==> config.mk <==
export PLATFORM = sky130hd
export DESIGN_NAME = abspt_host
export DESIGN_NICKNAME = d
export VERILOG_FILES = /design/src/design/abspt_pkg.sv /design/src/design/abspt_host.sv
export SDC_FILE = /design/constraint.sdc
export NUM_CORES = 1
export LEC_CHECK = 0
export BUFFER_PORTS_ARGS = -buffer_cell sky130_fd_sc_hd__buf_2
export CAP_MARGIN = 15
export CORE_MARGIN = 4
export CORE_UTILIZATION = 50
export CTS_BUF_LIST = sky130_fd_sc_hd__clkbuf_8
export DETAILED_ROUTE_END_ITERATION = 6
export PLACE_DENSITY = 0.72
export SLEW_MARGIN = 20
export SYNTH_ARGS = -nofsm -noshare
export SYNTH_HDL_FRONTEND = slang
export SYNTH_SLANG_ARGS = --single-unit
==> constraint.sdc <==
create_clock -name clock_i -period 9.9 [get_ports clock_i]
set_input_delay 2.475 -clock clock_i [delete_from_list [all_inputs] [get_ports clock_i]]
set_output_delay 2.475 -clock clock_i [all_outputs]
set_load 0.03 [all_outputs]
==> src/design/abspt_pkg.sv <==
// Package for the absolute position transfer host sequencer.
// Assumes a single 50 MHz clock domain and no software register access.
package abspt_pkg;

  // Clock rate in kHz, used to derive cycle counts from millisecond figures.
  localparam int unsigned CLK_KHZ        = 50000;

  // Delay between send-ready falling and sampling the two data bits.
  localparam int unsigned SAMPLE_DLY_MS  = 10;
  localparam int unsigned SAMPLE_DLY_CYC = SAMPLE_DLY_MS * CLK_KHZ;

  // Handshake phase timeouts and the retry wait, chosen with margin over the sample delay.
  localparam int unsigned MODE_TO_MS     = 5000;
  localparam int unsigned MODE_TO_CYC    = MODE_TO_MS * CLK_KHZ;
  localparam int unsigned REQ_TO_MS      = 1000;
  localparam int unsigned REQ_TO_CYC     = REQ_TO_MS * CLK_KHZ;
  localparam int unsigned RDY_TO_MS      = 1000;
  localparam int unsigned RDY_TO_CYC     = RDY_TO_MS * CLK_KHZ;
  localparam int unsigned RETRY_WAIT_MS  = 100;
  localparam int unsigned RETRY_WAIT_CYC = RETRY_WAIT_MS * CLK_KHZ;

  // Frame layout: sixteen data groups, three checksum groups.
  localparam logic [4:0] DATA_GROUPS     = 5'h10;
  localparam logic [4:0] TOTAL_GROUPS    = 5'h13;
  localparam logic [1:0] MAX_RETRIES     = 2'h3;

  // Travel unit codes and conversion constants.
  localparam logic [1:0] UNIT_PULSE      = 2'h3;
  localparam logic [15:0] CONV_1UM       = 16'h000a;
  localparam logic [15:0] CONV_5UM       = 16'h0032;

  // Sequencer states.
  typedef enum logic [2:0] {
    ABSPT_IDLE,
    ABSPT_MODE,
    ABSPT_REQ,
    ABSPT_WAIT,
    ABSPT_REL,
    ABSPT_CHECK,
    ABSPT_RETRY,
    ABSPT_DONE
  } abspt_state_e;

endpackage : abspt_pkg

==> src/design/abspt_host.sv <==
// Host sequencer that reads an amplifier's absolute position over the
// two-bit digital handshake. Assumes amplifier pins are asynchronous.
`timescale 1ns/1ns

// How it works
// - On checksum mismatch the whole transfer restarts, at most three more times.
// - A mismatch after the last retry raises the checksum error and stops.
// - Mode on-time, request on-time and send-ready off-time are timed and raise the comm error.
// - Two-bit groups on data bits 0 and 1 build a 32-bit value in 16-bit halves.
// - Data bits are sampled 10 ms after send-ready signals a group.
// - By default the unit is code 3, pulses, one pulse per pulse.
// - Other units multiply the position by a conversion constant.
// - The constant is 10 for one micrometre and 50 for five micrometres per pulse.
// - The pulse unit passes the position through unchanged.
// - Deviation clear comes from a separate controller output.
// - A transfer holds sixteen data exchanges then the checksum exchanges.
// - The checksum is six bits over three exchanges, nineteen in all.
module abspt_host
#(
  parameter int unsigned SAMPLE_DLY = abspt_pkg::SAMPLE_DLY_CYC,
  parameter int unsigned MODE_TO    = abspt_pkg::MODE_TO_CYC,
  parameter int unsigned REQ_TO     = abspt_pkg::REQ_TO_CYC,
  parameter int unsigned RDY_TO     = abspt_pkg::RDY_TO_CYC,
  parameter int unsigned RETRY_WAIT = abspt_pkg::RETRY_WAIT_CYC
)
(
  input  wire logic        clock_i,               // 50 MHz clock.
  input  wire logic        rst_n_i,               // Sync reset, low.
  input  wire logic        clk_en_i,              // Freezes state when low.
  input  wire logic        start_i,               // Begin a transfer.
  input  wire logic [1:0]  unit_sel_i,            // Travel unit code.
  input  wire logic [15:0] conv_k_i,              // Conversion constant.
  input  wire logic        clear_req_i,           // Deviation clear cmd.
  input  wire logic        send_ready_in_i,       // Amplifier ready pin.
  input  wire logic        data_bit0_in_i,        // Data bit 0 pin.
  input  wire logic        data_bit1_in_i,        // Data bit 1 pin.
  output logic             servo_on_out_o,        // Servo-on drive.
  output logic             transfer_mode_out_o,   // Transfer mode drive.
  output logic             position_request_out_o,// Request drive.
  output logic             deviation_clear_o,     // Clear drive.
  output logic             checksum_error_out_o,  // Checksum error flag.
  output logic             comm_error_out_o,      // Comm error flag.
  output logic             busy_o,                // Transfer under way.
  output logic             pos_valid_o,           // Position ready.
  output logic [15:0]      pos_lo_o,              // Position low half.
  output logic [15:0]      pos_hi_o               // Position high half.
);

  // -------------------------------------------------------------------------
  // Input synchronisers
  // -------------------------------------------------------------------------

  logic [2:0] sync_a;
  logic [2:0] sync_b;
  wire        rdy_s  = sync_b[2];
  wire  [1:0] dat_s  = sync_b[1:0];

  // Two flops on every amplifier pin before any logic looks at it.
  always_ff @(posedge clock_i)
  begin
    if (!rst_n_i)
    begin
      sync_a <= 3'h0;
      sync_b <= 3'h0;
    end
    else if (clk_en_i)
    begin
      sync_a <= {send_ready_in_i, data_bit1_in_i, data_bit0_in_i};
      sync_b <= sync_a;
    end
  end

  // -------------------------------------------------------------------------
  // Sequencer
  // -------------------------------------------------------------------------

  abspt_pkg::abspt_state_e state;
  logic [31:0] timer;
  logic [4:0]  group;
  logic [1:0]  retries;
  logic [31:0] shift;
  logic [5:0]  sum;
  logic [5:0]  csum;
  logic        start_q;

  // Data groups enter from the top, so the first group lands lowest.
  wire         in_data   = group < abspt_pkg::DATA_GROUPS;
  wire         last_grp  = group == abspt_pkg::TOTAL_GROUPS - 5'h01;
  wire         sum_ok    = sum == csum;
  wire         start_ev  = start_i & ~start_q;
  wire         out_retry = retries == abspt_pkg::MAX_RETRIES;
  wire [5:0]   next_sum  = sum + {4'h0, dat_s};

  // Pulse unit passes through, others are scaled by the constant.
  wire         is_pulse  = unit_sel_i == abspt_pkg::UNIT_PULSE;
  wire [47:0]  product   = {16'h0000, shift} * {32'h0, conv_k_i};
  wire [31:0]  next_pos  = is_pulse ? shift : product[31:0];

  // Clear is a plain controller output, never tied to pulse starts.
  assign deviation_clear_o = clear_req_i;
  assign busy_o            = (state != abspt_pkg::ABSPT_IDLE) &&
                             (state != abspt_pkg::ABSPT_DONE);

  // Main handshake sequencer; one timer is shared by every phase.
  always_ff @(posedge clock_i)
  begin
    if (!rst_n_i)
    begin
      state                  <= abspt_pkg::ABSPT_IDLE;
      timer                  <= 32'h0;
      group                  <= 5'h0;
      retries                <= 2'h0;
      shift                  <= 32'h0;
      sum                    <= 6'h0;
      csum                   <= 6'h0;
      start_q                <= 1'b0;
      servo_on_out_o         <= 1'b0;
      transfer_mode_out_o    <= 1'b0;
      position_request_out_o <= 1'b0;
      checksum_error_out_o   <= 1'b0;
      comm_error_out_o       <= 1'b0;
      pos_valid_o            <= 1'b0;
      pos_lo_o               <= 16'h0;
      pos_hi_o               <= 16'h0;
    end
    else if (clk_en_i)
    begin
      start_q <= start_i;
      timer   <= timer + 32'h1;
      case (state)
        abspt_pkg::ABSPT_IDLE, abspt_pkg::ABSPT_DONE:
        begin
          // A new start covers power-up, run edge, alarm and stop resets.
          if (start_ev)
          begin
            servo_on_out_o       <= 1'b1;
            transfer_mode_out_o  <= 1'b1;
            checksum_error_out_o <= 1'b0;
            comm_error_out_o     <= 1'b0;
            pos_valid_o          <= 1'b0;
            retries              <= 2'h0;
            group                <= 5'h0;
            sum                  <= 6'h0;
            timer                <= 32'h0;
            state                <= abspt_pkg::ABSPT_MODE;
          end
        end
        abspt_pkg::ABSPT_MODE:
        begin
          // Amplifier answers transfer mode by raising send-ready.
          if (rdy_s)
          begin
            position_request_out_o <= 1'b1;
            timer                  <= 32'h0;
            state                  <= abspt_pkg::ABSPT_REQ;
          end
          else if (timer >= MODE_TO)
          begin
            comm_error_out_o    <= 1'b1;
            transfer_mode_out_o <= 1'b0;
            state               <= abspt_pkg::ABSPT_DONE;
          end
        end
        abspt_pkg::ABSPT_REQ:
        begin
          // Request on-time: send-ready must drop to present a group.
          if (!rdy_s)
          begin
            timer <= 32'h0;
            state <= abspt_pkg::ABSPT_WAIT;
          end
          else if (timer >= REQ_TO)
          begin
            comm_error_out_o       <= 1'b1;
            position_request_out_o <= 1'b0;
            transfer_mode_out_o    <= 1'b0;
            state                  <= abspt_pkg::ABSPT_DONE;
          end
        end
        abspt_pkg::ABSPT_WAIT:
        begin
          // Settle the data pins before sampling them.
          if (timer >= SAMPLE_DLY - 1)
          begin
            if (in_data)
            begin
              shift <= {dat_s, shift[31:2]};
              sum   <= next_sum;
            end
            else
              csum  <= {dat_s, csum[5:2]};
            position_request_out_o <= 1'b0;
            timer                  <= 32'h0;
            state                  <= abspt_pkg::ABSPT_REL;
          end
        end
        abspt_pkg::ABSPT_REL:
        begin
          // Send-ready off-time is bounded after the request is released.
          if (rdy_s)
          begin
            timer <= 32'h0;
            group <= group + 5'h01;
            if (last_grp)
              state <= abspt_pkg::ABSPT_CHECK;
            else
            begin
              position_request_out_o <= 1'b1;
              state                  <= abspt_pkg::ABSPT_REQ;
            end
          end
          else if (timer >= RDY_TO)
          begin
            comm_error_out_o    <= 1'b1;
            transfer_mode_out_o <= 1'b0;
            state               <= abspt_pkg::ABSPT_DONE;
          end
        end
        abspt_pkg::ABSPT_CHECK:
        begin
          transfer_mode_out_o <= 1'b0;
          timer               <= 32'h0;
          if (sum_ok)
          begin
            pos_lo_o    <= next_pos[15:0];
            pos_hi_o    <= next_pos[31:16];
            pos_valid_o <= 1'b1;
            state       <= abspt_pkg::ABSPT_DONE;
          end
          else if (out_retry)
          begin
            checksum_error_out_o <= 1'b1;
            state                <= abspt_pkg::ABSPT_DONE;
          end
          else
          begin
            retries <= retries + 2'h1;
            state   <= abspt_pkg::ABSPT_RETRY;
          end
        end
        abspt_pkg::ABSPT_RETRY:
        begin
          // Mode stays low for a while so the amplifier restarts cleanly.
          if (timer >= RETRY_WAIT - 1)
          begin
            group               <= 5'h0;
            sum                 <= 6'h0;
            timer               <= 32'h0;
            transfer_mode_out_o <= 1'b1;
            state               <= abspt_pkg::ABSPT_MODE;
          end
        end
        default:
          state <= abspt_pkg::ABSPT_IDLE;
      endcase
    end
  end

endmodule : abspt_host

==> results of run 1 <==
==> through the flow <==
stage	area (sq um)	power (uW)	util, %	hold WS (ps)
floorplan	17900	737	-	449
global placement	18300	796	52.5	433
detailed placement	18300	802	52.5	437
CTS	18700	1230	53.6	454
global route	18700	1270	53.6	465
finish	18700	1220	53.6	448
==> registers in the layout, indices dropped and copies added, names as in the netlist, 2 cells and up <==
register / cells
csum: 6
sync_b: 3
retries: 2
timer: 32
sum: 6
pos_hi_o: 16
shift: 32
sync_a: 3
pos_lo_o: 16
group: 5
state: 3
==> cell families after synthesis <==
family | Yosys count | share of synthesized area (%)
AOI/OAI and AO/OA | 260 | 9.33
DFF | 131 | 14.7
adders and majority gates | 377 | 39.2
muxes | 16 | 0.903
and+or+nand+nor | 787 | 20.6
xor gates and xnor gates | 87 | 4.34
buffers and inverters | 509 | 11.0
==> cells in the final DEF (no fill, tap or decap), types with 6 or more instances in the layout <==
cell / Yosys / layout
inv_1: 376 / 376
nand2_1: 362 / 362
fa_1: 305 / 305
and2_1: 156 / 156
dfxtp_1: 131 / 131
nor2_1: 118 / 117
o21ai_0: 78 / 78
ha_1: 72 / 72
nand3_1: 69 / 69
a21oi_1: 67 / 67
buf_2: 0 / 63
xnor2_1: 50 / 50
xor2_1: 36 / 36
clkbuf_8: 0 / 19
mux2i_1: 15 / 15
buf_4: 2 / 15
nor3_1: 14 / 14
a31oi_1: 14 / 14
nand4_1: 13 / 13
a211oi_1: 13 / 13
o211ai_1: 13 / 13
a21o_1: 12 / 12
a311oi_1: 11 / 11
or3_1: 10 / 10
and3_1: 8 / 8
or2_2: 7 / 7
o31ai_1: 6 / 6
nand2b_1: 6 / 6
o21bai_1: 6 / 6
==> layer usage <==
metal  wire length (um)  GRT usage [%]  vias to the layer above
met4               1490           7.91                        0
li1                   -              -                     6594
met3               2750           3.38                      106
met5                  0              0                        -
met2              22700           41.7                      470
met1              18900           32.9                     7130
==> layout make-up <==
cell class,count,area [sq um]
clock buffers,19,262
clock inverters,13,103
repair buffers,78,428
diodes,2,5.00
well taps,455,569
fillers,3238,16200
flip-flops and latches,131,2620
multi-input cells,1527,13300
inverters,376,1410
==> worst max-delay path by stage <==
stage | to | depth (start not counted) | slack, ps | from
after floorplan | pos_hi_o[8]$_SDFFE_PN0P_ | 22 | 1630 | conv_k_i[12]
after global placement | pos_hi_o[11]$_SDFFE_PN0P_ | 20 | 1270 | conv_k_i[3]
after detailed placement | pos_hi_o[11]$_SDFFE_PN0P_ | 20 | 1160 | conv_k_i[3]
after CTS | pos_hi_o[11]$_SDFFE_PN0P_ | 20 | 1630 | conv_k_i[3]
after global routing | pos_hi_o[8]$_SDFFE_PN0P_ | 20 | 1320 | conv_k_i[3]
final | pos_hi_o[11]$_SDFFE_PN0P_ | 20 | 1540 | conv_k_i[2]
==> power by group <==
group          internal [uW]  total [uW]  switching (uW)  leakage, uW
clock network            189         426             237     0.000179
logic                   62.1         219             157      0.00715
registers                545         574            28.7      0.00106
==> critical path, cell delays in order <==
cell,delay (ps)
buf_2,560
nand2_1,170
fa_1,590
fa_1,450
fa_1,510
inv_1,50
fa_1,480
fa_1,550
inv_1,60
fa_1,530
inv_1,60
ha_1,350
a21oi_1,340
o211ai_1,150
a21oi_1,230
o211ai_1,180
nand2_1,140
o21bai_1,80
a2111oi_0,550
a2111oi_0,130
==> key figures, run 1 <==
Worst setup path
  • Origin of the critical flop-to-flop path: shift[9]$_SDFFE_PN0P_
  • Flop2flop setup slack: between 3000 and 4000 ps
  • Worst setup SP type: primary input
  • Worst Path Max Fanout: 30
  • Worst EP required: 10200 ps
  • Worst EP arrival: 8670 ps
  • RR Endpoint: pos_hi_o[11]$_SDFFE_PN0P_
  • R2R depth: 19
  • WS Path Type: in -> reg
  • Worst setup EP type: register

Global route
  • Vias in the first global route: 15109
  • GRT Residual Overflow: 0
  • Largest net degree at the start of global routing: 92
  • First-pass GRT wire length: 77.9 mm
  • Gr usage total: 24.6%
  • Initial antenna violation count: 2

Power and ir drop
  • Power Density: about 65 nW/um^2
  • Leakage power: 0.00839 uW
  • Max rail drop VDD: about 0.00012 V

Synthesis
  • Synth Register Bits: 131
  • Leading cell types by count after synthesis: inv_1 (376), nand2_1 (362), fa_1 (305)
  • Synth Instances: 2167
  • Most frequent cell after synthesis: inv_1
  • Synth Flop Type: dfxtp_1
  • Synthesis warning total: 0
  • Synthesized area: 17900 sq um
  • Synth cell types: 72
  • Fraction of registers with async set/reset: 0%
  • Dominant cell type by area after synthesis: fa_1
  • Sequential fraction of the synthesis area: 14.7%
  • Top cells by area, synth: fa_1 (34%), dfxtp_1 (15%), inv_1 (7.9%)
  • Share of the synthesized area in the top cell type: around 34%
  • Number of synthesized flops with an enable pin: 0
  • Avg Cell Area, Syn: 8.25 sq um
  • Post-Syn Nets: 2570

Floorplanning
  • Cell row count: 68
  • Core Box Area: between 30000 and 40000 sq um
  • Number of I/O pins: 66
  • DIE AREA: 38800 sq um
  • Die X: roughly 200 um
  • Initial core utilization: 51.2%
  • Die Ht: 197 um

Clocking
  • Clock-pin slew on the worst setup and hold paths: 80 ps
  • Post-CTS Resized: 0
  • Count of hold-fix buffers inserted at cts: 0
  • Root Buffer: clkbuf_8
  • # clock sinks: 131
  • Setup Fix Bufs, Post-CTS: 0
  • Max H-tree Level: 4
  • Clk buf depth: 2
  • TritonCTS clock tree: yes
  • TritonCTS buffer count: 17
  • Skew-Pair Late Insertion Delay: around 460 ps

Detailed routing
  • Vias: approximately 14000
  • DRC Markers: 0
  • Drt pass-1 iters: 5
  • Post-route ant nets: 0
  • Routed WL: 45.9 mm
  • DR vias/cell: 5.50
  • Wire length per cell: 17.6 um
  • Initial DRC Count: between 800 and 900

STA
  • Hold Violations, Final: 0
  • Part of the cycle the worst path needs: 84.5%
  • Unrepaired setup endpoints after global routing: false
  • Skew final: around 18 ps
  • Max-slew violation count: 0
  • Worst-margin pin slew: 1060 ps
  • Worst setup margin: 1540 ps
  • Setup-failing EPs final: 0
  • Setup Total Neg Slack: 0 ps
  • Worst slew margin: between 20% and 30%
  • Fin crit period: 8360 ps
  • Fmax achieved: 0.120 GHz

Placement
  • Port buffer count: 63
  • Gpl congestion: 0.898
  • Setup WS pre-CTS: 1160 ps
  • DP HPWL: 35.0 mm
  • Placed cell count: 2567

Flow run
  • Max-Cap Viols: 0

Status
  • Status: finished clean

Finish
  • Final nets: ~2500
  • Layout cells sized above 1: 6.11%
  • Fin cells: 2601
  • P&R area growth vs syn: 4.62%

Min path
  • Hold Path Origin: servo_on_out_o$_SDFFE_PN0P_
  • Worst Hold Endpoint: servo_on_out_o$_SDFFE_PN0P_
  • Type of the most critical hold path: reg -> reg
  • Hold Path Cell Cnt: 2
Power figures use the tool's default switching activity.
==> run 2: changes to the inputs <==
==> constraint.sdc (replaced) <==
create_clock -name clock_i -period 7.8 [get_ports clock_i]
set_input_delay 1.95 -clock clock_i [delete_from_list [all_inputs] [get_ports clock_i]]
set_output_delay 1.95 -clock clock_i [all_outputs]
set_load 0.03 [all_outputs]
==> run 2 against run 1 <==
The flow now finishes with violations (design-rule violations). Final area increased by 2.8%. Worst hold slack better by 7.8 ps. Sequential share of layout area decreased by 0.39 points. Sequential power up 27%. Clock power rose by 39%. Clock skew fell by 2.8 ps.
==> key figures, run 2 (synthesis gave the netlist of run 1 again) <==
Status
  • Status: complete, but fails checks
  • Failing checks: design-rule violations

STA
  • Part of the cycle the worst path needs: 95.3%
  • Hold Violations, Final: 0
  • Setup-failing EPs final: 0
  • Max-slew violation count: 0
  • Unrepaired setup endpoints after global routing: false
  • Skew final: 15.3 ps
  • Worst-margin pin slew: 973 ps
  • Fin crit period: 7430 ps
  • Worst slew margin: 35.0%
  • Fmax achieved: 0.135 GHz

Finish
  • Layout cells sized above 1: 8.70%
  • P&R area growth vs syn: 7.60%
  • Diodes inserted: 0
  • Most frequent cells in the layout: inv_1 (378), nand2_1 (362), fa_1 (305)
  • Utilization after layout: 55.1%
  • Most common cell after layout, fill and taps aside: inv_1
  • Fillers: 3237
  • Final nets: between 2000 and 3000
  • Top Registers: shift (32), timer (32)

Global route
  • Largest net degree at the start of global routing: 65
  • Gr usage total: 24.6%
  • GRT Residual Overflow: 0
  • Initial antenna violation count: 0
  • First-pass GRT wire length: about 78 mm
  • Vias in the first global route: roughly 15000

Worst setup path
  • R2R depth: 20
  • Worst setup EP type: register
  • Worst Path Max Fanout: 17
  • Top cell by count, worst path: fa_1
  • CP Cell Sequence: buf_2 > and2_1 > fa_1 > inv_1 > fa_1 > fa_1 > inv_1 > fa_1 > fa_1 > inv_1 > fa_1 > inv_1 > ha_1 > a21oi_1 > o211ai_1 > a21oi_1 > o21ai_0 > buf_4 > a211oi_1 > mux2i_1 > a22oi_1 > a21oi_1
  • Worst EP arrival: 7810 ps
  • Max incr delay on CP: 580 ps
  • WS Path Type: in -> reg
  • Worst setup SP type: primary input
  • CP max stage cell: fa_1
  • Worst EP required: 8180 ps

Placement
  • DP HPWL: 36.2 mm
  • Port buffer count: 63
  • Gpl congestion: ~0.91

Detailed routing
  • Vias: 14495
  • Post-route ant nets: 0
  • Initial DRC Count: 1003
  • DRC Markers: 1
  • Drt pass-1 iters: 7
  • Wire length per cell: around 17 um
  • Routed WL: 45.8 mm
  • DR vias/cell: between 5 and 6

Clocking
  • Setup Fix Bufs, Post-CTS: 0
  • # clock sinks: 131
  • Max H-tree Level: 4
  • TritonCTS buffer count: 17
  • TritonCTS clock tree: yes
  • Count of hold-fix buffers inserted at cts: 0
  • Skew-Pair Late Insertion Delay: around 450 ps
  • Clk buf depth: 2
  • Post-CTS Resized: 0
  • Clock-pin slew on the worst setup and hold paths: 80 ps
  • Root Buffer: clkbuf_8

Floorplanning
  • Core Box Area: 34900 sq um
  • Number of I/O pins: 66
  • Cell row count: between 60 and 70
  • DIE AREA: 38800 sq um
  • Initial core utilization: 51.2%
  • Die Ht: 197 um
  • Die X: 197 um

Min path
  • Hold Path Cell Cnt: 2
  • Type of the most critical hold path: reg -> reg

Flow run
  • Max-Cap Viols: 0

Power and ir drop
  • Max rail drop VDD: 0.000151 V
  • Power Density: 83.8 nW/um^2
  • Overall Power: around 1600 uW
  • Leakage power: approximately 0.0087 uW
==> run 2: changes by cell type in the layout (fill, tap and decap cells not counted), moves of 2 or more <==
| cell | before | now |
|---|---|---|
| bufinv_16 | 0 | 3 |
| buf_4 | 15 | 76 |
| buf_12 | 0 | 2 |
| clkinv_4 | 5 | 3 |
| inv_1 | 376 | 378 |
| clkbuf_8 | 19 | 17 |
| inv_6 | 3 | 0 |
| diode_2 | 2 | 0 |
==> run 2: report_power, final <==
| group | internal (uW) | switching (uW) | total (uW) |
|---|---|---|---|
| clock network | 313 | 279 | 591 |
| logic | 90.0 | 201 | 291 |
| registers | 692 | 37.2 | 729 |
| total | 1090 | 517 | 1610 |
==> run 2: worst max-delay path: cells and delay by family <==
family,cells,cell delay [ps]
adders and majority gates,7,3400
AOI/OAI and AO/OA,7,1300
buffers and inverters,6,670
muxes,1,240
and+or+nand+nor,1,230
==> run 2: worst paths after layout <==
path                               startpoint                     endpoint  slack, ps
setup / recovery                  conv_k_i[4]    pos_hi_o[13]$_SDFFE_PN0P_        370
hold / removal    servo_on_out_o$_SDFFE_PN0P_  servo_on_out_o$_SDFFE_PN0P_        460
setup reg to reg       shift[12]$_SDFFE_PN0P_    pos_hi_o[13]$_SDFFE_PN0P_       1200
hold reg to reg   servo_on_out_o$_SDFFE_PN0P_  servo_on_out_o$_SDFFE_PN0P_        460
==> run 2: layer usage <==
metal  part of all wire (%)  vias up  track usage, %
li1                       -     6731               -
met1                     42     7209            33.4
met2                     49      465            41.5
met3                    5.8       90            3.89
met4                    2.6        0            6.19
met5                      0        -               0
==> run 2: layout make-up <==
type / instances / area [sq um] / share of cell area (%)
multi-input combinational: 1527 / 13300 / 69.2
clock inverter: 15 / 169 / 0.878
sequential: 131 / 2620 / 13.6
clock buffer: 17 / 234 / 1.22
inverter: 376 / 1410 / 7.34
timing repair buffer: 141 / 926 / 4.82
tap: 455 / 569 / 2.96
==> run 2: per-stage QoR <==
stage                     setup WS (ps)  setup TNS, ps  instance area, sq um  cells  hold slack (ps)
after global placement            -44.4          -44.4                 18800   2630              433
after CTS                           398              0                 19200   2662              455
after global routing                118              0                 19200   2662              469
final                               366              0                 19200   2662              456
after floorplan                    52.0              0                 17900   2167              449
after detailed placement          -66.6          -94.6                 18800   2630              442
